===== src/hw/sys_settings_pkg.sv =====
// Package: register map, field layout, reset values and timing for the system settings block
package sys_settings_pkg;
    localparam logic [7:0] ADDR_CTRL = 8'h00;
    localparam logic [7:0] ADDR_CYCLE = 8'h04;
    localparam logic [7:0] ADDR_RETAIN = 8'h08;
    localparam logic [7:0] ADDR_STATUS = 8'h0c;
    localparam logic [7:0] ADDR_CMD = 8'h10;
    localparam logic [7:0] ADDR_LOAD = 8'h14;
    // CTRL fields
    localparam int CTRL_DEBOUNCE_BIT = 0;
    localparam int CTRL_PKEYS_BIT = 1;
    localparam int CTRL_RUNFLAG_BIT = 2;
    localparam int CTRL_CARDBOOT_BIT = 3;
    // CMD fields (write-one pulses)
    localparam int CMD_TOG_DEBOUNCE_BIT = 0;
    localparam int CMD_TOG_PKEYS_BIT = 1;
    localparam int CMD_TOG_RUNFLAG_BIT = 2;
    localparam int CMD_TOG_CARDBOOT_BIT = 3;
    localparam int CMD_DELETE_BIT = 4;
    localparam int CMD_GO_RUN_BIT = 5;
    localparam int CMD_GO_STOP_BIT = 6;
    // LOAD fields: program transfer from card or PC
    localparam int LOAD_PKEYS_BIT = 0;
    localparam int LOAD_RETAIN_LSB = 8;
    // STATUS fields
    localparam int STAT_RUN_BIT = 0;
    localparam int STAT_COPY_BIT = 1;
    localparam int STAT_DECIDED_BIT = 2;
    localparam int STAT_REFUSED_BIT = 3;
    // Retentive groups
    localparam int RET_GROUPS = 7;
    localparam int RET_MARKER_A = 0;
    localparam int RET_MARKER_B = 1;
    localparam int RET_MARKER_C = 2;
    localparam int RET_COUNTER_A = 3;
    localparam int RET_FAST_COUNTER = 4;
    localparam int RET_TEXT_RELAY = 5;
    localparam int RET_TIMER_B = 6;
    // Reset values
    localparam logic RST_DEBOUNCE = 1'b1;
    localparam logic RST_PKEYS = 1'b0;
    localparam logic RST_RUNFLAG = 1'b1;
    localparam logic RST_CARDBOOT = 1'b0;
    localparam logic [5:0] RST_CYCLE_MS = 6'h00;
    localparam logic [RET_GROUPS-1:0] RST_RETAIN = 7'h00;
    // Timing
    localparam int CYCLE_MS_MAX = 60;
    localparam int CLK_MHZ = 100;
    localparam int MS_CYCLES = CLK_MHZ * 1000;
    typedef enum logic [2:0] {
        ST_RESET = 3'b000,
        ST_DECIDE = 3'b001,
        ST_COPY = 3'b010,
        ST_RUN = 3'b011,
        ST_STOP = 3'b100
    } mode_e;
endpackage : sys_settings_pkg


===== src/hw/scan_if.sv =====
// Interface between the settings block and its scan pacing timer
`timescale 1ns/1ps
interface scan_if;
    logic run;
    logic [5:0] min_ms;
    logic scan_done;
    logic cycle_start;
    modport ctrl (output run, output min_ms, input cycle_start);
    modport timer (input run, input min_ms, input scan_done, output cycle_start);
endinterface : scan_if


===== src/hw/scan_pacer.sv =====
// Scan cycle pacer: starts a new cycle after both processing and the minimum time are done
`timescale 1ns/1ps
module scan_pacer
    import sys_settings_pkg::*;
(
    input wire logic sys_clk_in,
    input wire logic srst_in,
    scan_if.timer sif
);
    logic [16:0] tick_r;
    logic [5:0] ms_r;
    logic time_met;
    logic ms_tick;
    assign ms_tick = (tick_r == 17'(MS_CYCLES - 1));
    // Zero minimum means the cycle ends as soon as processing does
    assign time_met = (ms_r >= sif.min_ms);
    assign sif.cycle_start = sif.run && sif.scan_done && time_met; // RQ10 RQ12
    always_ff @(posedge sys_clk_in) begin
        if (srst_in || sif.cycle_start || !sif.run) begin
            tick_r <= '0;
            ms_r <= '0;
        end else if (ms_tick) begin
            tick_r <= '0;
            if (!time_met) begin
                ms_r <= ms_r + 6'h01;
            end
        end else begin
            tick_r <= tick_r + 17'h00001;
        end
    end
endmodule : scan_pacer


===== src/hw/sys_settings.sv =====
// System settings and startup mode controller with APB register access
// Notes on behaviour
// [RQ1] At power-up, run flag set and valid program present: enter RUN.
// [RQ2] At power-up, run flag cleared: stay in STOP.
// [RQ3] Run flag resets to set.
// [RQ4] Program delete and transfers leave the run flag unchanged.
// [RQ5] Without a program, never start in RUN.
// [RQ6] Display-less variant always starts in RUN, ignoring stored mode; code starts it in RUN only with a valid program.
// [RQ7] Card-boot set: start RUN only with a card holding a valid program.
// [RQ8] Card-boot with differing card program: copy it in, then RUN.
// [RQ9] Card-boot flag resets to cleared.
// [RQ10] Each scan cycle lasts at least the minimum time, longer if needed.
// [RQ11] Minimum cycle time accepts zero to sixty milliseconds.
// [RQ12] Zero minimum means scan as fast as possible; zero is default.
// [RQ13] Minimum cycle time changes only accepted in STOP.
// [RQ14] Debounce toggle command flips the enable; state is readable.
// [RQ15] Cursor-key input enable resets to disabled.
// [RQ16] Cursor keys drive inputs only while status screen shown; code also passes them on a text screen with no value entry.
// [RQ17] On a text screen, keys act only with no value entry.
// [RQ18] Delete clears key enable; program load applies carried enable.
// [RQ19] Retention resets off; only fixed groups selectable.
// [RQ20] Selected retentive items are saved at every power-off.
// [RQ21] Retentive group changes only accepted in STOP.
// [RQ22] Password-locked and not unlocked: settings access refused.
// [RQ23] Debounce enable resets to enabled.
// [RQ24] High-speed counter inputs bypass debounce.
// [RQ25] Startup decision samples its inputs once after reset release.
`timescale 1ns/1ps
module sys_settings
    import sys_settings_pkg::*;
(
    input wire logic sys_clk_in,
    input wire logic srst_in,
    input wire logic psel,
    input wire logic penable,
    input wire logic pwrite,
    input wire logic [7:0] paddr,
    input wire logic [31:0] pwdata,
    output logic [31:0] prdata,
    output logic pready,
    output logic pslverr,
    input wire logic has_display_in,
    input wire logic prog_valid_in,
    input wire logic card_present_in,
    input wire logic card_valid_in,
    input wire logic card_differs_in,
    input wire logic copy_done_in,
    input wire logic locked_in,
    input wire logic status_screen_in,
    input wire logic text_screen_in,
    input wire logic value_entry_in,
    input wire logic [3:0] pkeys_in,
    input wire logic [7:0] inputs_raw_in,
    input wire logic [1:0] fast_count_raw_in,
    input wire logic scan_done_in,
    input wire logic power_fail_in,
    output logic [7:0] inputs_out,
    output logic [1:0] fast_count_out,
    output logic [3:0] pkey_inputs_out,
    output logic debounce_en_out,
    output logic run_mode_out,
    output logic copy_req_out,
    output logic cycle_start_out,
    output logic retain_save_out,
    output logic [sys_settings_pkg::RET_GROUPS-1:0] retain_sel_out
);
    import sys_settings_pkg::*;

    // Pins from the menu, card and power sense arrive asynchronously
    localparam int NSYNC = 8;
    logic [NSYNC-1:0] sync1_r;
    logic [NSYNC-1:0] sync2_r;
    logic [NSYNC-1:0] async_pins;
    assign async_pins = {has_display_in, prog_valid_in, card_present_in, card_valid_in,
                         card_differs_in, copy_done_in, power_fail_in, locked_in};
    always_ff @(posedge sys_clk_in) begin
        sync1_r <= async_pins;
        sync2_r <= sync1_r;
    end
    logic s_display;
    logic s_prog_valid;
    logic s_card_present;
    logic s_card_valid;
    logic s_card_differs;
    logic s_copy_done;
    logic s_power_fail;
    logic s_locked;
    assign {s_display, s_prog_valid, s_card_present, s_card_valid,
            s_card_differs, s_copy_done, s_power_fail, s_locked} = sync2_r;

    logic [7:0] in1_r;
    logic [7:0] in2_r;
    logic [1:0] fc1_r;
    logic [1:0] fc2_r;
    logic [3:0] pk1_r;
    logic [3:0] pk2_r;
    always_ff @(posedge sys_clk_in) begin
        in1_r <= inputs_raw_in;
        in2_r <= in1_r;
        fc1_r <= fast_count_raw_in;
        fc2_r <= fc1_r;
        pk1_r <= pkeys_in;
        pk2_r <= pk1_r;
    end

    // Settings state
    logic debounce_r;
    logic pkeys_en_r;
    logic runflag_r;
    logic cardboot_r;
    logic [5:0] cycle_ms_r;
    logic [RET_GROUPS-1:0] retain_r;
    logic refused_r;
    mode_e mode_r;
    mode_e mode_nxt;

    // APB decode
    logic acc;
    logic wr;
    logic addr_ok;
    logic is_stop;
    logic wr_cycle;
    logic wr_retain;
    logic wr_cmd;
    logic wr_load;
    logic cycle_in_range;
    function automatic logic hit(input logic [7:0] a, input logic [7:0] base);
        hit = (a == base);
    endfunction : hit
    assign acc = psel && penable;
    assign addr_ok = hit(paddr, ADDR_CTRL) || hit(paddr, ADDR_CYCLE) || hit(paddr, ADDR_RETAIN)
                     || hit(paddr, ADDR_STATUS) || hit(paddr, ADDR_CMD) || hit(paddr, ADDR_LOAD);
    assign wr = acc && pwrite && addr_ok && !s_locked; // RQ22
    assign is_stop = (mode_r == ST_STOP);
    assign cycle_in_range = (pwdata[5:0] <= 6'(CYCLE_MS_MAX)) && (pwdata[31:6] == 26'h0000000); // RQ11
    assign wr_cycle = wr && hit(paddr, ADDR_CYCLE) && is_stop && cycle_in_range; // RQ13
    assign wr_retain = wr && hit(paddr, ADDR_RETAIN) && is_stop; // RQ21
    assign wr_cmd = wr && hit(paddr, ADDR_CMD);
    assign wr_load = wr && hit(paddr, ADDR_LOAD) && is_stop;
    assign pready = 1'b1;
    // Refused writes show as an error so software learns the setting did not take
    assign pslverr = acc && (!addr_ok || (pwrite && s_locked)
                     || (pwrite && hit(paddr, ADDR_CYCLE) && (!is_stop || !cycle_in_range))
                     || (pwrite && (hit(paddr, ADDR_RETAIN) || hit(paddr, ADDR_LOAD)) && !is_stop));

    logic cmd_delete;
    assign cmd_delete = wr_cmd && pwdata[CMD_DELETE_BIT] && is_stop;
    always_ff @(posedge sys_clk_in) begin
        if (srst_in) begin
            debounce_r <= RST_DEBOUNCE; // RQ23
            pkeys_en_r <= RST_PKEYS; // RQ15
            runflag_r <= RST_RUNFLAG; // RQ3
            cardboot_r <= RST_CARDBOOT; // RQ9
        end else begin
            if (wr_cmd && pwdata[CMD_TOG_DEBOUNCE_BIT]) begin
                debounce_r <= !debounce_r; // RQ14
            end
            // Delete and loads never touch the run flag
            if (wr_cmd && pwdata[CMD_TOG_RUNFLAG_BIT]) begin
                runflag_r <= !runflag_r; // RQ4
            end
            if (wr_cmd && pwdata[CMD_TOG_CARDBOOT_BIT]) begin
                cardboot_r <= !cardboot_r;
            end
            if (cmd_delete) begin
                pkeys_en_r <= 1'b0; // RQ18
            end else if (wr_load) begin
                pkeys_en_r <= pwdata[LOAD_PKEYS_BIT]; // RQ18
            end else if (wr_cmd && pwdata[CMD_TOG_PKEYS_BIT]) begin
                pkeys_en_r <= !pkeys_en_r;
            end
        end
    end

    always_ff @(posedge sys_clk_in) begin
        if (srst_in) begin
            cycle_ms_r <= RST_CYCLE_MS; // RQ12
            retain_r <= RST_RETAIN; // RQ19
            refused_r <= 1'b0;
        end else begin
            if (wr_cycle) begin
                cycle_ms_r <= pwdata[5:0];
            end
            if (cmd_delete) begin
                retain_r <= RST_RETAIN;
            end else if (wr_load) begin
                retain_r <= pwdata[LOAD_RETAIN_LSB +: RET_GROUPS];
            end else if (wr_retain) begin
                retain_r <= pwdata[RET_GROUPS-1:0]; // RQ19
            end
            if (acc && pwrite && s_locked) begin
                refused_r <= 1'b1; // RQ22
            end else if (wr_cmd) begin
                refused_r <= 1'b0;
            end
        end
    end

    // Startup decision, taken once after the synchronisers have settled
    logic [1:0] settle_r;
    logic settled;
    logic start_run;
    logic start_copy;
    logic card_ok;
    assign settled = (settle_r == 2'h3);
    assign card_ok = s_card_present && s_card_valid;
    assign start_copy = cardboot_r && card_ok && s_card_differs; // RQ8
    assign start_run = !s_display ? s_prog_valid // RQ6
                     : cardboot_r ? card_ok // RQ7
                     : (runflag_r && s_prog_valid); // RQ1 RQ2 RQ5

    always_comb begin
        mode_nxt = mode_r;
        case (mode_r)
            ST_RESET: begin
                if (settled) begin
                    mode_nxt = ST_DECIDE;
                end
            end
            ST_DECIDE: begin
                if (start_copy) begin
                    mode_nxt = ST_COPY;
                end else if (start_run) begin
                    mode_nxt = ST_RUN;
                end else begin
                    mode_nxt = ST_STOP;
                end
            end
            ST_COPY: begin
                if (s_copy_done) begin
                    mode_nxt = ST_RUN;
                end
            end
            ST_RUN: begin
                if (wr_cmd && pwdata[CMD_GO_STOP_BIT]) begin
                    mode_nxt = ST_STOP;
                end
            end
            ST_STOP: begin
                if (wr_cmd && pwdata[CMD_GO_RUN_BIT] && s_prog_valid && !cmd_delete) begin
                    mode_nxt = ST_RUN;
                end
            end
            default: begin
                mode_nxt = ST_STOP;
            end
        endcase
    end

    always_ff @(posedge sys_clk_in) begin
        if (srst_in) begin
            mode_r <= ST_RESET;
            settle_r <= 2'h0;
        end else begin
            mode_r <= mode_nxt; // RQ25
            if (!settled) begin
                settle_r <= settle_r + 2'h1;
            end
        end
    end
    // Pacer for the minimum scan time
    scan_if sif ();
    assign sif.run = (mode_r == ST_RUN);
    assign sif.min_ms = cycle_ms_r;
    assign sif.scan_done = scan_done_in;
    scan_pacer u_pacer (
        .sys_clk_in(sys_clk_in),
        .srst_in(srst_in),
        .sif(sif)
    );

    // Input path: debounce is a two-sample agreement; fast counters never pass through it
    logic [7:0] prev_in_r;
    logic [7:0] inputs_r;
    logic [1:0] fast_r;
    logic [3:0] pkout_r;
    logic pkeys_live;
    assign pkeys_live = pkeys_en_r && (status_screen_in || (text_screen_in && !value_entry_in)); // RQ16 RQ17
    always_ff @(posedge sys_clk_in) begin
        if (srst_in) begin
            prev_in_r <= 8'h00;
            inputs_r <= 8'h00;
            fast_r <= 2'h0;
            pkout_r <= 4'h0;
        end else begin
            prev_in_r <= in2_r;
            inputs_r <= debounce_r ? ((in2_r & prev_in_r) | (inputs_r & (in2_r | prev_in_r))) : in2_r;
            fast_r <= fc2_r; // RQ24
            pkout_r <= pkeys_live ? pk2_r : 4'h0;
        end
    end

    // Power-fail edge requests a save of the selected groups
    logic pf_prev_r;
    logic save_r;
    always_ff @(posedge sys_clk_in) begin
        if (srst_in) begin
            pf_prev_r <= 1'b0;
            save_r <= 1'b0;
        end else begin
            pf_prev_r <= s_power_fail;
            save_r <= s_power_fail && !pf_prev_r && (retain_r != RST_RETAIN); // RQ20
        end
    end

    // Read mux
    logic [31:0] rd_data;
    always_comb begin
        rd_data = 32'h00000000;
        if (hit(paddr, ADDR_CTRL)) begin
            rd_data[CTRL_DEBOUNCE_BIT] = debounce_r;
            rd_data[CTRL_PKEYS_BIT] = pkeys_en_r;
            rd_data[CTRL_RUNFLAG_BIT] = runflag_r;
            rd_data[CTRL_CARDBOOT_BIT] = cardboot_r;
        end else if (hit(paddr, ADDR_CYCLE)) begin
            rd_data[5:0] = cycle_ms_r;
        end else if (hit(paddr, ADDR_RETAIN)) begin
            rd_data[RET_GROUPS-1:0] = retain_r;
        end else if (hit(paddr, ADDR_STATUS)) begin
            rd_data[STAT_RUN_BIT] = (mode_r == ST_RUN);
            rd_data[STAT_COPY_BIT] = (mode_r == ST_COPY);
            rd_data[STAT_DECIDED_BIT] = (mode_r != ST_RESET) && (mode_r != ST_DECIDE);
            rd_data[STAT_REFUSED_BIT] = refused_r;
        end
    end
    always_ff @(posedge sys_clk_in) begin
        if (srst_in) begin
            prdata <= 32'h00000000;
        end else if (psel && !penable && !pwrite) begin
            prdata <= rd_data;
        end
    end

    assign inputs_out = inputs_r;
    assign fast_count_out = fast_r;
    assign pkey_inputs_out = pkout_r;
    assign debounce_en_out = debounce_r;
    assign run_mode_out = (mode_r == ST_RUN);
    assign copy_req_out = (mode_r == ST_COPY);
    assign cycle_start_out = sif.cycle_start;
    assign retain_save_out = save_r;
    assign retain_sel_out = retain_r;
endmodule : sys_settings


===== config.mk =====
export PLATFORM = sky130hd
export DESIGN_NAME = sys_settings
export DESIGN_NICKNAME = d
export VERILOG_FILES = /design/src/hw/sys_settings_pkg.sv /design/src/hw/scan_if.sv /design/src/hw/scan_pacer.sv /design/src/hw/sys_settings.sv
export SDC_FILE = /design/constraint.sdc
export NUM_CORES = 1
export LEC_CHECK = 0
export ABC_AREA = 1
export BUFFER_PORTS_ARGS = -buffer_cell sky130_fd_sc_hd__buf_2
export CAP_MARGIN = 30
export CELL_PAD_IN_SITES_DETAIL_PLACEMENT = 1
export CELL_PAD_IN_SITES_GLOBAL_PLACEMENT = 2
export CORE_MARGIN = 4
export CORE_UTILIZATION = 32
export DETAILED_ROUTE_END_ITERATION = 12
export GPL_TIMING_DRIVEN = 0
export PLACE_DENSITY_LB_ADDON = 0.3
export SKIP_CTS_REPAIR_TIMING = 1
export SLEW_MARGIN = 5
export SYNTH_ARGS = -nofsm -noshare
export SYNTH_HDL_FRONTEND = slang
export SYNTH_SLANG_ARGS = --single-unit

===== constraint.sdc =====
create_clock -name sys_clk_in -period 4.36 [get_ports sys_clk_in]
set_input_delay 0.872 -clock sys_clk_in [delete_from_list [all_inputs] [get_ports sys_clk_in]]
set_output_delay 0.872 -clock sys_clk_in [all_outputs]
set_load 0.1 [all_outputs]

Word-level counts from Yosys, hierarchy flattened
Index checks and enable logic that the tools add are counted.
- order comparisons: 2
- $add $sub $neg: 3
- multiplexer cells: 23
- div/mod/pow operators: 0
- shift-type cells: 0
- bitwise logic cells: 6
- reductions and logical operators: 83
- equality and inequality tests: 16
- multiply operators: 0
- operators by type and width (kind ; number):
    $logic_and 1x1->1 ; 43
    $logic_not 26->1 ; 1
    $mux 3 ; 8
    $add 17x1->17 const B ; 1
    $eq 17x17->1 const B ; 1
    $and 8x8->8 ; 2
    $eq 8x4->1 const B ; 2
    $eq 8x5->1 const B ; 2
    $or 8x8->8 ; 2
    $pmux 3 s5 ; 1
    $logic_not 1->1 ; 14
    $mux 7 ; 2
    $logic_or 1x1->1 ; 13
    $mux 4 ; 3
    $eq 8x3->1 const B ; 1
    $logic_not 8->1 ; 1
    $mux 8 ; 1
    $mux 1 ; 7
    $reduce_bool 7->1 ; 1
    $add 6x1->6 const B ; 1
    $eq 3x2->1 const B ; 2
    $ge 6x6->1 ; 1
    $le 6x6->1 const B ; 1
    $mux 6 ; 1
    other kinds (14) ; 21
- output and inout port bits: 60
- bits in read-only memories: 0
- bits in writable memories: 0
- memories: 0
- flip-flop bits (word level): 121
- logic and storage cells: 159
- bits in latches: 0
- bits of input ports: 71

Logic depth before layout (Yosys ltp)
- depth after elaboration: 15
- gate-level depth with buffers: 12
- depth with buffers taken out: 11

Modules after synthesis
From an unflattened synthesis, not the netlist that was laid out.
- cells, all modules: 671
- area, all modules: 5230.0 um2
- by module, submodules not included (module ; cells an instance ; times used ; area an instance (um2)):
    sys_settings ; 480 ; 1 ; 3839.9
    scan_pacer ; 191 ; 1 ; 1390.1

Worst setup path before layout
No wires, ideal clock.
- path kind: input port to output port
- start: input port paddr[1]
- end: output port pslverr
- stages on the path: 7
- path slack: 1.208 ns
- arrival: 2.280 ns
- cells stage by stage: nor2_1 nand2_1 nor3_4 o21ai_0 nand3_1 nand2_1 nand2_1
- longest elaborated chain between the ends: 11
- ends and longest elaborated chain (what ; RTL line ; source):
    start, declared ; sys_settings.sv:37 ; input wire logic [7:0] paddr,
    $eq 8x3->1 / $logic_not 8->1 (equally long branches) ; sys_settings.sv:128 ; hit = (a == base);
    $logic_or 1x1->1 (2 in series) ; sys_settings.sv:131 ; assign addr_ok = hit(paddr, ADDR_CTRL) || hit(paddr, ADDR_CYCLE) || hit(paddr, ADDR_RETAIN)
    $logic_or 1x1->1 (3 in series) ; sys_settings.sv:132 ; || hit(paddr, ADDR_STATUS) || hit(paddr, ADDR_CMD) || hit(paddr, ADDR_LOAD);
    $logic_not 1->1 ; sys_settings.sv:142 ; assign pslverr = acc && (!addr_ok || (pwrite && s_locked)
    $logic_or 1x1->1 ; sys_settings.sv:142 ;
    $logic_or 1x1->1 ; sys_settings.sv:143 ; || (pwrite && hit(paddr, ADDR_CYCLE) && (!is_stop || !cycle_in_range))
    $logic_or 1x1->1 * ; sys_settings.sv:144 ; || (pwrite && (hit(paddr, ADDR_RETAIN) || hit(paddr, ADDR_LOAD)) && !is_stop));
    $logic_and 1x1->1 * ; sys_settings.sv:142 ;
    end, declared ; sys_settings.sv:41 ; output logic pslverr,
Mark *: on every way between the ends. The rest lies on a longest branch, timed or not.

Final worst setup path
Ends and elaborated chain as after synthesis.

==> metrics.txt <==
# TYPE chip_impl_metric gauge
chip_impl_info{name="run_status",value="finished, final reports clean"} 1
chip_impl_metric{name="place_hpwl",unit="µm"} 10900
chip_impl_metric{name="netlist_area",unit="µm²"} 5070
chip_impl_metric{name="max-cap-violations",unit=""} 0
chip_impl_metric{name="final_core_util",unit=""} 0.427
chip_impl_info{name="crit_slowest_cell",value="sky130_fd_sc_hd__buf_2"} 1
chip_impl_metric{name="timing.slew.headroom",unit=""} 0.573
chip_impl_metric{name="grt_overflow_total",unit=""} 0
chip_impl_info{name="cp_common_cell",value="sky130_fd_sc_hd__nand2_1"} 1
chip_impl_metric{name="layout.filler_cells",unit=""} 1927
chip_impl_metric{name="wl_per_cell",unit="µm"} 13.7
chip_impl_metric{name="final_layout_size_suffix_gt1_frac",unit=""} 0.229
chip_impl_info{name="clock-root-buffer",value="sky130_fd_sc_hd__clkbuf_16"} 1
chip_impl_metric{name="number_of_nets_in_the_final_layout",unit=""} 879
chip_impl_metric{name="fin_crit",unit="ns"} 3.34
chip_impl_metric{name="critical_path.max_stage_delay",unit="ns"} 0.42
chip_impl_metric{name="remaining_drc_errors",unit=""} 0
chip_impl_metric{name="detailedPlace.worstSlack",unit="ns"} 0.997
chip_impl_metric{name="finalHoldViolCount",unit=""} 0
chip_impl_metric{name="buffer_ports.inserted",unit=""} 104
chip_impl_metric{name="worst_vdd_drop",unit="µV"} 246
chip_impl_metric{name="grt_first_pass_wirelength",unit="µm"} 23400
chip_impl_metric{name="clock_path_buffers",unit=""} 2
chip_impl_metric{name="avgSynthCellArea",unit="µm²"} 7.78
chip_impl_metric{name="static-leakage-power",unit="nW"} 3.12
chip_impl_metric{name="syn_to_final_growth",unit="%"} 29.5
chip_impl_metric{name="grt_antenna_before_repair",unit=""} 0
chip_impl_metric{name="worst_setup_hold_path_clk_slew",unit="ns"} 0.06
chip_impl_info{name="critical_path.endpoint_type",value="output port"} 1
chip_impl_metric{name="setup_viol",unit=""} 0
chip_impl_metric{name="dr_total_vias",unit=""} 4563
chip_impl_metric{name="sequential_cell_area",unit="µm²"} 2420
chip_impl_metric{name="synth_enable_flop_cells",unit=""} 0
chip_impl_info{name="setup_repair_after_global_routing_missed_its_margin",value="false"} 1
chip_impl_metric{name="final.setup_skew",unit="ns"} 0.00648
chip_impl_metric{name="slew_viol_final",unit=""} 0
chip_impl_metric{name="clock_insertion_delay_worst_skew",unit="ns"} 0.42
chip_impl_metric{name="ys_seq_area_frac",unit=""} 0.478
chip_impl_metric{name="final.period_utilization",unit=""} 0.767
chip_impl_info{name="layout.cells.most_common_list",value="sky130_fd_sc_hd__dfxtp_1 (121), sky130_fd_sc_hd__nand2_1 (117), sky130_fd_sc_hd__buf_2 (104)"} 1
chip_impl_metric{name="remaining_antenna_violation_count",unit=""} 0
chip_impl_metric{name="initial_core_util",unit=""} 0.330
chip_impl_info{name="tritoncts_clock_tree",value="done"} 1
chip_impl_metric{name="design.portCount",unit=""} 131
chip_impl_metric{name="routed_via_count_divided_by_cell_count",unit=""} 4.46
chip_impl_metric{name="tightestPinTransition",unit="ns"} 0.637
chip_impl_info{name="hold_class",value="flip-flop to flip-flop"} 1
chip_impl_metric{name="setup_total_negative_slack",unit="ns"} 0
chip_impl_info{name="prevailing_post_synth_register_cell",value="sky130_fd_sc_hd__dfxtp_1"} 1
chip_impl_metric{name="tritoncts.num_buffers",unit=""} 17
chip_impl_metric{name="worst_slack",unit="ns"} 1.02
chip_impl_metric{name="ys_ff_latch",unit=""} 121
chip_impl_metric{name="coreArea",unit="µm²"} 15400
chip_impl_metric{name="drt_iter0_drc",unit=""} 150
chip_impl_info{name="setup.worst_path.start_class",value="input pin"} 1
chip_impl_metric{name="finalHoldWorstSlack",unit="ns"} 0.325
chip_impl_metric{name="grt_start_max_net_pins",unit=""} 17
chip_impl_metric{name="p_per_area",unit="nW/µm²"} 463
chip_impl_metric{name="drtPass1Iterations",unit=""} 4
chip_impl_info{name="worst-setup-path-type",value="input pin to output port"} 1
chip_impl_metric{name="total_power",unit="mW"} 3.04
chip_impl_metric{name="num_rows",unit=""} 45
chip_impl_metric{name="synth_async_sr_flop_share",unit=""} 0
chip_impl_metric{name="insertedDiodeCount",unit=""} 0
chip_impl_metric{name="finalWeightedCongestion",unit=""} 0.818
chip_impl_metric{name="worstPathArrival",unit="ns"} 2.47
chip_impl_metric{name="drt-total-wl",unit="µm"} 14000
chip_impl_metric{name="multiInputGateArea",unit="µm²"} 2130
chip_impl_metric{name="timing.critical_path.required",unit="ns"} 3.49
chip_impl_metric{name="clkSinkCount",unit=""} 121
chip_impl_metric{name="gr-usage-all-layers",unit=""} 0.163
chip_impl_metric{name="htreeDepth",unit=""} 4
chip_impl_metric{name="die-area",unit="µm²"} 17900
chip_impl_info{name="cp_cell_sequence",value="buf_2 -> nor2_1 -> nand2_1 -> nor3_4 -> o21ai_0 -> nand3_1 -> nand2_1 -> nand2_1 -> buf_2"} 1
chip_impl_metric{name="max_freq",unit="MHz"} 299
chip_impl_metric{name="post_synth_num_cell_types",unit=""} 37
chip_impl_metric{name="vias_in_the_first_global_route",unit=""} 4759
chip_impl_metric{name="syn-instance-count",unit=""} 652
chip_impl_metric{name="largest_driver_fanout_on_the_critical_path",unit=""} 7
chip_impl_metric{name="dieWidth",unit="µm"} 134
chip_impl_metric{name="die_y",unit="µm"} 134
chip_impl_metric{name="warning_count_from_the_yosys_run",unit=""} 0
chip_impl_info{name="layout.cells.most_common",value="sky130_fd_sc_hd__dfxtp_1"} 1
[final cells by class]
type,count,area share
Buffer,34,0.0387
Clock buffer,20,0.0696
Clock inverter,12,0.0248
Inverter,93,0.0532
Multi-Input combinational cell,428,0.325
Sequential cell,121,0.369
Tap cell,211,0.0402
Timing Repair Buffer,104,0.0793
[layer usage]
metal | vias up | track usage | wire, µm
li1 | 2325 | - | -
met1 | 2120 | 0.189 | 5930
met2 | 102 | 0.290 | 7120
met3 | 16 | 0.0458 | 800
met4 | 0 | 0.0566 | 195
met5 | - | 0 | 0
[worst max-delay path, delay by kind of cell]
kind / cells / cell delay [ns]
AND/OR/NAND/NOR: 6 / 0.94
buffers and inverters: 2 / 0.52
AO/OA/AOI/OAI: 1 / 0.15
[flip-flops by register name, indices dropped and copies added (netlist names), 4 cells and up]
register	count
prdata	7
in1_r	8
pk2_r	4
cycle_ms_r	6
sync1_r	8
u_pacer.ms_r	6
prev_in_r	8
u_pacer.tick_r	17
inputs_out	8
pk1_r	4
pkey_inputs_out	4
sync2_r	8
retain_sel_out	7
in2_r	8
[worst paths after layout]
kind                                    start  slack (ns)  cells past startpoint                 to
worst max-delay path                 paddr[1]        1.02                      9            pslverr
worst min-delay path                 pk1_r[1]        0.32                      0           pk2_r[1]
worst max register to register  cycle_ms_r[1]        2.42                     12  u_pacer.tick_r[7]
worst min register to register       pk1_r[1]        0.32                      0           pk2_r[1]
[metrics by stage]
step	std cells	instance area [µm²]
floorplan	676	5160
global placement	991	5940
detailed placement	991	5940
CTS	1023	6560
global route	1023	6560
finish	1023	6560
[report_power, final]
| part | switching, mW | total [mW] | internal, mW |
|---|---|---|---|
| combinational | 0.300 | 0.399 | 0.0993 |
| sequential | 0.0281 | 1.18 | 1.15 |
| clock | 0.527 | 1.46 | 0.935 |
[synthesized netlist by cell type (3+ instances only)]
library cell               count  area share
sky130_fd_sc_hd__dfxtp_1     121        0.48
sky130_fd_sc_hd__nand2_1     117       0.087
sky130_fd_sc_hd__inv_1        91       0.067
sky130_fd_sc_hd__nor2_1       89       0.066
sky130_fd_sc_hd__nand3_1      41       0.040
sky130_fd_sc_hd__a21oi_1      37       0.037
sky130_fd_sc_hd__o21ai_0      32       0.032
sky130_fd_sc_hd__buf_4        27       0.040
sky130_fd_sc_hd__xor2_1       13       0.022
sky130_fd_sc_hd__nand4_1      12       0.015
sky130_fd_sc_hd__nor3_1       10      0.0099
sky130_fd_sc_hd__o211ai_1     10       0.015
sky130_fd_sc_hd__ha_1          9       0.022
sky130_fd_sc_hd__clkbuf_1      4      0.0030
sky130_fd_sc_hd__nor2_2        3      0.0037
sky130_fd_sc_hd__nor2_4        3      0.0067
sky130_fd_sc_hd__nor3_4        3      0.0096
sky130_fd_sc_hd__xnor2_1       3      0.0052
[cells by family after synthesis]
logic type,after synthesis,share of synthesized area
adder cells (fa/ha/maj),9,0.0222
AND/OR/NAND/NOR,291,0.259
AO/OA/AOI/OAI,86,0.0928
XOR/XNOR,16,0.0276
other,2,0.00148
flip-flops,121,0.478
buffers and inverters,127,0.119
No activity file was read; power rests on OpenSTA's default activity.
